File: src/include/dbs_pkg.sv
// package: constants and types for the dynamic bus sizing transfer unit
`default_nettype none
package dbs_pkg;
  // ----------------------------------------------------------------
  // size codes (bytes still to move) and offsets
  // ----------------------------------------------------------------
  localparam logic [1:0] SIZE_LONG  = 2'h0;
  localparam logic [1:0] SIZE_BYTE  = 2'h1;
  localparam logic [1:0] SIZE_WORD  = 2'h2;
  localparam logic [1:0] SIZE_THREE = 2'h3;
  localparam logic [1:0] OFS_0      = 2'h0;
  localparam logic [1:0] OFS_1      = 2'h1;
  localparam logic [1:0] OFS_2      = 2'h2;
  localparam logic [1:0] OFS_3      = 2'h3;
  // ----------------------------------------------------------------
  // acknowledge pair {hi,lo}, active low
  // ----------------------------------------------------------------
  localparam logic [1:0] ACK_WAIT   = 2'h3;
  localparam logic [1:0] ACK_PORT8  = 2'h2;
  localparam logic [1:0] ACK_PORT16 = 2'h1;
  localparam logic [1:0] ACK_PORT32 = 2'h0;
  // ----------------------------------------------------------------
  // operation kinds and reset values
  // ----------------------------------------------------------------
  localparam logic [1:0] OP_READ_LONG = 2'h0;
  localparam logic [1:0] OP_WRITE_BYTE = 2'h1;
  localparam logic [1:0] OP_RMW_BYTE   = 2'h2;
  localparam logic [31:0] DATA_RESET   = 32'h0000_0000;
  typedef enum logic [2:0] {
    ST_IDLE  = 3'b001,
    ST_CYCLE = 3'b010,
    ST_RMW_W = 3'b100
  } dbs_state_e;
endpackage
`default_nettype wire

File: src/logic/dbs_transfer.sv
// module: operand transfer unit with dynamic bus sizing
//
// Operation
// - low address lines carry byte offset 0..3
// - size shows bytes remaining; ack means width
// - long-word base on address bits 31..2
// - start only long read, byte write/rmw
// - long and three-byte lane routing
// - word and byte lane routing
// - 16-bit read: first cycle code 0000
// - 16-bit ack: latch, next cycle 1010
// - 8-bit port: four one-byte cycles
// - drive all lanes on every write
// - hold processor off bus during search
// - no long operation assumes a 32-bit port
`timescale 1ns/100ps
`default_nettype none
module dbs_transfer
  import dbs_pkg::*;
(
  // clock and reset
  input  wire logic        clk,
  input  wire logic        rst_n,
  // table search request side
  input  wire logic        reqValid,
  input  wire logic [1:0]  reqKind,
  input  wire logic [31:0] reqAddr,
  input  wire logic [7:0]  reqWrByte,
  input  wire logic        searchActive,
  output logic             reqReady,
  output logic             rdValid,
  output logic [31:0]      rdData,
  output logic             cpuBusHold,
  // physical bus side
  output logic             busCycle,
  output logic [31:0]      busAddr,
  output logic             xfer_size_hi,
  output logic             xfer_size_lo,
  output logic             busWrite,
  output logic             busRmw,
  input  wire logic        width_ack_hi,
  input  wire logic        width_ack_lo,
  input  wire logic [31:0] dataIn,
  output logic [31:0]      dataOut,
  output logic             dataOutEn
);
  // ----------------------------------------------------------------
  // helpers
  // ----------------------------------------------------------------
  // bytes a port of the acknowledged width takes, before capping by what remains
  function automatic logic [2:0] portBytes(input logic [1:0] ack);
    case (ack)
      ACK_PORT8:  portBytes = 3'h1;
      ACK_PORT16: portBytes = 3'h2;
      default:    portBytes = 3'h4;
    endcase
  endfunction

  // remaining byte count to size code: 4 -> 00 (long)
  function automatic logic [1:0] sizeCode(input logic [2:0] rem);
    sizeCode = rem[1:0];
  endfunction

  // ----------------------------------------------------------------
  // state
  // ----------------------------------------------------------------
  dbs_state_e  state_q;
  logic [29:0] base_q;
  logic [1:0]  ofs_q;
  logic [2:0]  rem_q;
  logic [1:0]  kind_q;
  logic [31:0] opnd_q;
  logic [31:0] asm_q;
  logic [1:0]  ackPair;
  logic        ackDone;
  logic [2:0]  took;
  logic        lastCycle;
  // size code of the current cycle, kept as a net so its bits can be picked
  logic [1:0]  sizeNow;

  assign ackPair   = {width_ack_hi, width_ack_lo};
  assign ackDone   = (state_q != ST_IDLE) && (ackPair != ACK_WAIT);
  // ack tells width only; bytes moved are min(width, remaining)
  assign took      = (portBytes(ackPair) >= rem_q) ? rem_q : portBytes(ackPair);
  assign lastCycle = (took == rem_q);
  assign sizeNow   = sizeCode(rem_q);

  // notes for users of this block:
  // - bus error and retry are not handled here; a slave that never
  //   acknowledges leaves the unit waiting, so an outside watchdog is needed
  // - the offset only ever grows within one operand, so a wider ack on a
  //   later cycle simply takes whatever remains
  // - writes are always single bytes, so no write ever splits

  // ----------------------------------------------------------------
  // control sequence
  // ----------------------------------------------------------------
  always_ff @(posedge clk or negedge rst_n) begin
    if (!rst_n) begin
      state_q <= ST_IDLE;
      base_q  <= 30'h0000_0000;
      ofs_q   <= OFS_0;
      rem_q   <= 3'h0;
      kind_q  <= OP_READ_LONG;
      opnd_q  <= DATA_RESET;
    end else begin
      case (state_q)
        ST_IDLE: begin
          if (reqValid) begin
            base_q <= reqAddr[31:2];
            kind_q <= reqKind;
            opnd_q <= {24'h00_0000, reqWrByte};
            if (reqKind == OP_READ_LONG) begin
              ofs_q <= OFS_0;
              rem_q <= 3'h4;
            end else begin
              ofs_q <= OFS_3;
              rem_q <= 3'h1;
            end
            state_q <= ST_CYCLE;
          end
        end
        ST_CYCLE: begin
          if (ackDone) begin
            if (lastCycle) begin
              // rmw goes on to write the modified byte back at the same place
              if (kind_q == OP_RMW_BYTE) begin
                state_q <= ST_RMW_W;
              end else begin
                state_q <= ST_IDLE;
              end
            end else begin
              ofs_q <= ofs_q + took[1:0];
              rem_q <= rem_q - took;
            end
          end
        end
        ST_RMW_W: begin
          if (ackDone) begin
            state_q <= ST_IDLE;
          end
        end
        // an illegal one-hot code falls back to idle rather than locking up
        default: state_q <= ST_IDLE;
      endcase
    end
  end

  // ----------------------------------------------------------------
  // read assembly, operand byte 0 most significant
  // ----------------------------------------------------------------
  always_ff @(posedge clk or negedge rst_n) begin
    if (!rst_n) begin
      asm_q   <= DATA_RESET;
      rdData  <= DATA_RESET;
      rdValid <= 1'b0;
    end else begin
      rdValid <= 1'b0;
      if (state_q == ST_CYCLE && ackDone) begin
        // narrow ports sit on the high lanes, so the first taken byte is lane 31..24
        logic [31:0] nxt;
        nxt = asm_q;
        for (int i = 0; i < 4; i++) begin
          if (i >= ofs_q && i < ofs_q + took) begin
            nxt[31-8*i -: 8] = (ackPair == ACK_PORT32) ?
                               dataIn[31-8*i -: 8] :
                               dataIn[31-8*(i-ofs_q) -: 8];
          end
        end
        asm_q <= nxt;
        if (lastCycle) begin
          rdData  <= nxt;
          rdValid <= 1'b1;
        end
      end
    end
  end

  // ----------------------------------------------------------------
  // bus outputs and lane multiplexer
  // ----------------------------------------------------------------
  // the mux follows size and offset only, never the port width, so the
  // same byte appears on every lane a narrower port might be wired to
  logic [7:0] op [4];
  always_comb begin
    for (int i = 0; i < 4; i++) begin
      op[i] = opnd_q[31-8*i -: 8];
    end
    // write data is the byte at offset 3, held as operand byte 3
    op[3] = opnd_q[7:0];
    case ({sizeCode(rem_q), ofs_q})
      {SIZE_LONG, OFS_0}:  dataOut = {op[0], op[1], op[2], op[3]};
      {SIZE_THREE, OFS_1}: dataOut = {op[1], op[1], op[2], op[3]};
      {SIZE_WORD, OFS_2}:  dataOut = {op[2], op[3], op[2], op[3]};
      {SIZE_BYTE, OFS_3}:  dataOut = {op[3], op[3], op[3], op[3]};
      default:             dataOut = {op[0], op[1], op[2], op[3]};
    endcase
  end

  assign busCycle     = (state_q != ST_IDLE);
  assign busAddr      = {base_q, ofs_q};
  assign xfer_size_hi = sizeNow[1];
  assign xfer_size_lo = sizeNow[0];
  // rmw is flagged for both halves so the pair stays indivisible on the bus
  assign busWrite     = ((state_q == ST_CYCLE) && (kind_q == OP_WRITE_BYTE)) ||
                        (state_q == ST_RMW_W);
  assign busRmw       = (kind_q == OP_RMW_BYTE) && busCycle;
  // all four lanes driven in every write; external strobes pick the lanes
  assign dataOutEn    = busWrite;
  // ready is decoded from the idle state only, so back-to-back requests pass through one idle cycle
  assign reqReady     = (state_q == ST_IDLE);
  // narrow ports stretch this window, delaying the processor
  assign cpuBusHold   = searchActive || busCycle;
endmodule
`default_nettype wire

File: config.mk
export PLATFORM = sky130hd
export DESIGN_NAME = dbs_transfer
export DESIGN_NICKNAME = d
export VERILOG_FILES = /design/src/include/dbs_pkg.sv /design/src/logic/dbs_transfer.sv
export SDC_FILE = /design/constraint.sdc
export NUM_CORES = 1
export LEC_CHECK = 0
export CORE_MARGIN = 2
export CORE_UTILIZATION = 50
export DETAILED_ROUTE_END_ITERATION = 12
export DONT_BUFFER_PORTS = 1
export GPL_TIMING_DRIVEN = 0
export SLEW_MARGIN = 5
export SYNTH_ARGS = -nofsm -noshare
export SYNTH_HDL_FRONTEND = slang
export SYNTH_SLANG_ARGS = --single-unit
File: constraint.sdc
create_clock -name clk -period 4.7 [get_ports clk]
set_input_delay 0.94 -clock clk [delete_from_list [all_inputs] [get_ports clk]]
set_output_delay 0.94 -clock clk [all_outputs]
set_load 0.01 [all_outputs]
Word-level counts from Yosys, hierarchy flattened:

Index checks and enable logic that the tools add are counted.

* ROM bits: 0
* memories: 0
* input port bits: 80
* logic and storage cells: 94
* memory bits (writable): 0
* latch bits: 0
* bits in registers: 113

* $lt $le $gt $ge: 8
* equality and inequality tests: 17
* reductions and logical operators: 16
* mux-type cells: 29
* div/mod/pow operators: 0
* multiply operators: 0
* bitwise logic cells: 0
* shifts and indexed selects: 4
* add/subtract/negate cells: 11

Operators with widths (count)
* variable part select 39 x 33 -> 8 bit: 4
* less-than comparator 1 x 32 -> 1 bit, first input constant: 2
* two-way mux 8 bit: 8
* one-hot mux 32 bit (2 select lines): 1
* less-than comparator 2 x 32 -> 1 bit, first input constant: 1
* two-way mux 3 bit: 10
* subtractor 6 x 6 -> 7 bit, first input constant: 4
* != test 2 bit, second input constant: 6
* one-hot mux 3 bit (2 select lines): 2
* one-hot mux 3 bit (3 select lines): 1
* two-way mux 2 bit: 4
* AND reduction 4 bit: 2
* logical AND 1 bit: 7
* subtractor 1 x 2 -> 3 bit, first input constant: 2
* subtractor 2 x 2 -> 3 bit, first input constant: 2
* adder 2 x 3 -> 4 bit: 1
* == test 2 x 1 -> 1 bit, second input constant: 2
* == test 2 bit, second input constant: 2
* == test 4 x 3 -> 1 bit, second input constant: 1
* == test 4 bit, second input constant: 1
* greater-or-equal comparator 1 x 2 -> 1 bit, first input constant: 2
* logical NOT 2 bit: 2
* less-than comparator 2 x 4 -> 1 bit, first input constant: 1
* one-hot mux 2 bit (2 select lines): 1
* other kinds (13): 16

Depth between registers and ports, before layout:

* depth after elaboration: 8
* depth in mapped cells: 19
* mapped depth without buffers: 17

Worst setup path before layout:

No wires, ideal clock.

* path kind: input to register
* start: input port width_ack_hi
* end: register asm_q[16]
* setup slack: 224 ps
* required time: 4575 ps
* data arrival time: 4351 ps
* buffers on the path: 2
* cell stages on the path: 18
* cell sequence: inv_1 -> ha_1 -> inv_1 -> ha_1 -> a21oi_2 -> o21ai_2 -> o21ai_0 -> ha_1 -> inv_1 -> fa_1 -> a211oi_4 -> nand3_1 -> mux2i_1 -> nor3_1 -> buf_6 -> and2_4 -> buf_6 -> mux2_4

* word-level cells in the longest chain between the ends: 8
* elaborated cells between the ends (all ways): 14

RTL lines
* from (decl): RTL line dbs_transfer.sv:41 `input wire logic width_ack_hi,`
* == test 2 x 1 -> 1 bit / == test 2 bit (equally long branches): RTL line dbs_transfer.sv:52 `case (ack)`
* one-hot mux 3 bit (2 select lines): RTL line dbs_transfer.sv:52
* greater-or-equal comparator 3 bit: RTL line dbs_transfer.sv:84 `assign took = (portBytes(ackPair) >= rem_q) ? rem_q : portBytes(ackPair);`
* two-way mux 3 bit: RTL line dbs_transfer.sv:84
* adder 2 x 3 -> 4 bit: RTL line dbs_transfer.sv:164 `if (i >= ofs_q && i < ofs_q + took) begin`
* less-than comparator 1 x 32 -> 1 bit: RTL line dbs_transfer.sv:164
* logical AND 1 bit: RTL line dbs_transfer.sv:164
* two-way mux 8 bit: RTL line dbs_transfer.sv:164
* to (signal assigned): RTL line dbs_transfer.sv:170 `asm_q <= nxt;`
* to (decl): RTL line dbs_transfer.sv:73 `logic [31:0] asm_q;`

Parallel ways exist; a longest one is shown, timed or not.
A chain may end at the register's enable or synchronous reset.

Worst setup path after layout:

* start: input port width_ack_hi
* end: register asm_q[19]

The elaborated chain is that of the path after synthesis.

==> results.sh <==
export IMPL_sw_frac_of_total_pct=40.4
export IMPL_syn_area_mm2=0.00623
export IMPL_numPortBuffers=0
export IMPL_p_sw_mw=2.17
export IMPL_insertion_delay_ns=0.42
export IMPL_tightest_slew_ns=1.05
export IMPL_initial_core_util_pct=51.6
export IMPL_synthAdderAreaFrac_pct=3.86
export IMPL_synth_compound_area_share_pct=12.4
export IMPL_dr_total_vias=4499
export IMPL_ys_seq_area_share_pct=45.4
export IMPL_syn2layout_area_growth_pct=12.8
export IMPL_layout_commonest_cell="dfrtp_1"
export IMPL_p_leak_nw=3.12
export IMPL_drive_above_1_share_pct=21.8
export IMPL_drv_cap=0
export IMPL_critPathLaunchType="input pin"
export IMPL_fin_cells=784
export IMPL_netlist_instances=584
export IMPL_post_place_cells=752
export IMPL_rsz0062_at_grt="false"
export IMPL_slowest_delay_ns=0.49
export IMPL_syn_avg_cell_area_um2=10.7
export IMPL_gp_congestion=0.984
export IMPL_grt_usage_pct=23.9
export IMPL_route_detailed_drc=0
export IMPL_cpMaxStageDelayCell="fa_1"
export IMPL_viasPerCell=5.74
export IMPL_grt_pass1_vias=4511
export IMPL_ant_nets=0
export IMPL_synth_xor_area_share_pct=0.281
export IMPL_fin_crit_ns=4.43
export IMPL_p_comb_share_pct=41.4
export IMPL_synth_top_family_by_area="multiplexers"
export IMPL_critPathRequiredTime_ns=5.00
export IMPL_muxShareOfSynthArea_pct=22.3
export IMPL_dieArea_mm2=0.0134
export IMPL_cts_buffer_depth=2
export IMPL_wirelength_mm=15.6
export IMPL_holdWs_ns=0.214
export IMPL_relSlewSlack_pct=30.1
export IMPL_final_nets=701
export IMPL_peakVddDrop_uv=334
export IMPL_grt_ovfl_total=0
export IMPL_postCtsSetupBuffers=0
export IMPL_wl_per_cell_um=19.8
export IMPL_slew_violations=0
export IMPL_syn_nets=682
export IMPL_worstPathArrival_ns=4.73
export IMPL_cts_made_buffers=17
export IMPL_crit_chain="inv_1 -> ha_1 -> inv_1 -> ha_1 -> nand2_1 -> o21ai_2 -> nand2_1 -> o21ai_1 -> ha_1 -> inv_1 -> fa_1 -> a211oi_4 -> nand3_1 -> mux2i_1 -> nor3_1 -> buf_6 -> and2_4 -> buf_6 -> mux2_4"
export IMPL_grt_pass1_wl_mm=24.3
export IMPL_die_x_um=116
export IMPL_pwr_share_seq_pct=35.0
export IMPL_clock_skew_ns=0.0160
export IMPL_cts_root_buf="clkbuf_16"
export IMPL_synth_seq_cells=113
export IMPL_hp_class="input pin to asynchronous set/reset pin"
export IMPL_fp_dieH_um=116
export IMPL_yosys_area_share_simple_pct=10.7
export IMPL_fp_coreArea_mm2=0.0121
export IMPL_path_class="input pin to flop"
export IMPL_path_clk_slew_ns=0.05
export IMPL_power_frac_clock_pct=23.6
export IMPL_cts_tree="yes"
export IMPL_hold_violations=0
export IMPL_drt_iter0_drc=385
export IMPL_synth_cell_type_count=51
export IMPL_powerDensity_mw_per_mm2=766
export IMPL_postCtsHoldBufs=0
export IMPL_final_cell_mix="dfrtp_1, nand2_1, mux2_2"
export IMPL_pin_count=185
export IMPL_cts_sinks=113
export IMPL_first_pass_iters=5
export IMPL_period_share_pct=94.2
export IMPL_endpoint_kind="flop"
export IMPL_clock_fmax_mhz=226
export IMPL_cts_max_level=4
export IMPL_status="finished clean"
export IMPL_setup_viol=0
export IMPL_antenna_found_initial=0
export IMPL_n_antenna_cell=0
export IMPL_grt_max_degree=114
export IMPL_yosysWarnings=0
export IMPL_fillers=1033
export IMPL_place_hpwl_mm=11.2
export IMPL_row_count=40
export IMPL_path_max_fanout=9
export IMPL_internal_power_mw=3.21
## power by group through the flow
stage / registers [mW] / logic (mW) / clock network, mW
after CTS: 1.89 / 2.23 / 1.29
after detailed placement: 1.90 / 2.22 / 0
after global routing: 1.95 / 2.46 / 1.35
final: 1.88 / 2.23 / 1.27
after floorplan: 1.79 / 1.81 / 0
after global placement: 1.89 / 2.17 / 0
## cells in the mapped netlist, drive strengths merged
library cell  count  area (um^2)
fa                2         40.0
nor3b             2         15.0
buf              26          171
mux2i            50          513
or3               2         12.5
nor2b             4         32.5
nor3              2         10.0
nand2b            6         37.5
ha               16          200
a211oi            3         35.0
nand3b            6         45.0
a311oi            1         8.76
o21ai            55          279
o211ai            1         7.51
nand2            56          225
and3              2         12.5
dfstp             1         26.3
o21bai            2         18.8
inv              21         78.8
o22a              8         70.1
a21o              1         7.51
or2               2         12.5
nand4b            1         8.76
a31o              9         78.8
o211a             1         10.0
dfrtp           112         2800
xnor2             1         8.76
xor2              1         8.76
and2             18          115
mux2             75          875
a221oi            8         70.1
nor2             33          126
a21oi            36          184
nand3             3         15.0
clkbuf           17         63.8
## layout make-up
type / instances / area (um^2) / share of cell area [%]
inverters: 21 / 78.8 / 1.12
well taps: 168 / 210 / 2.99
plain buffers: 43 / 235 / 3.35
flip-flops and latches: 113 / 2830 / 40.3
clock buffers: 17 / 425 / 6.06
clock inverters: 15 / 160 / 2.28
multi-input cells: 407 / 3080 / 43.9
## repair_timing
| item | 4_1_cts | 5_1_grt |
|---|---|---|
| resized for setup | 0 | 1 |
| endpoints found under the setup margin | 0 | 1 |
| endpoints found under the hold margin | 0 | 0 |
## through the flow
| stage | util [%] | area, um^2 | power (mW) | setup TNS [ns] | worst slack (ns) |
|---|---|---|---|---|---|
| after floorplan | - | 6230 | 3.60 | 0 | 0.224 |
| after global placement | 53.4 | 6440 | 4.05 | -0.872 | -0.114 |
| after detailed placement | 53.4 | 6440 | 4.12 | -2.65 | -0.205 |
| after CTS | 58.2 | 7020 | 5.42 | 0 | 0.230 |
| after global routing | 58.2 | 7020 | 5.76 | 0 | 0.0230 |
| final | 58.2 | 7020 | 5.38 | 0 | 0.270 |
## kinds of logic (layout without fill, tap and decap cells)
group                      Yosys count  after routing
muxes                              125            125
AOI/OAI and AO/OA                  125            125
adders and majority gates           18             18
DFF                                113            113
xor gates and xnor gates             2              2
and+or+nand+nor                    137            137
buffers and inverters               64             96
## routing by layer
metal / vias to the layer above / track usage (%) / part of all wire (%)
met4: 0 / 9.24 / 2.2
met3: 26 / 7.53 / 6.3
met5: - / 0 / 0
met2: 145 / 36.5 / 48
li1: 2089 / - / -
met1: 2239 / 32.1 / 44
## path summary, 6_finish.rpt
check                                   from         end  slack [ns]  cells past startpoint
worst max register to register      rem_q[1]   asm_q[19]        0.60                     17
max in group asynchronous              rst_n  state_q[0]        4.26                      0
worst max-delay path            width_ack_hi   asm_q[19]        0.27                     19
min in group clk                   asm_q[14]   asm_q[14]        0.49                      1
worst min register to register     asm_q[14]   asm_q[14]        0.49                      1
worst min-delay path                   rst_n     rdValid        0.21                      0
## critical path: cells and delay by family
family,cells,cell delay [ns]
compound gates,3,0.81
simple gates,5,0.59
buf+inv,5,0.50
fa+ha+maj,4,1.37
mux,2,0.54
## sequential cells by signal, summed over array words and instances, names as in the netlist
name,cells
asm_q,32
rdData,32
base_q,30
op,8
rem_q,3
state_q,3
kind_q,2
ofs_q,2
rdValid,1
Power figures use the tool's default switching activity.
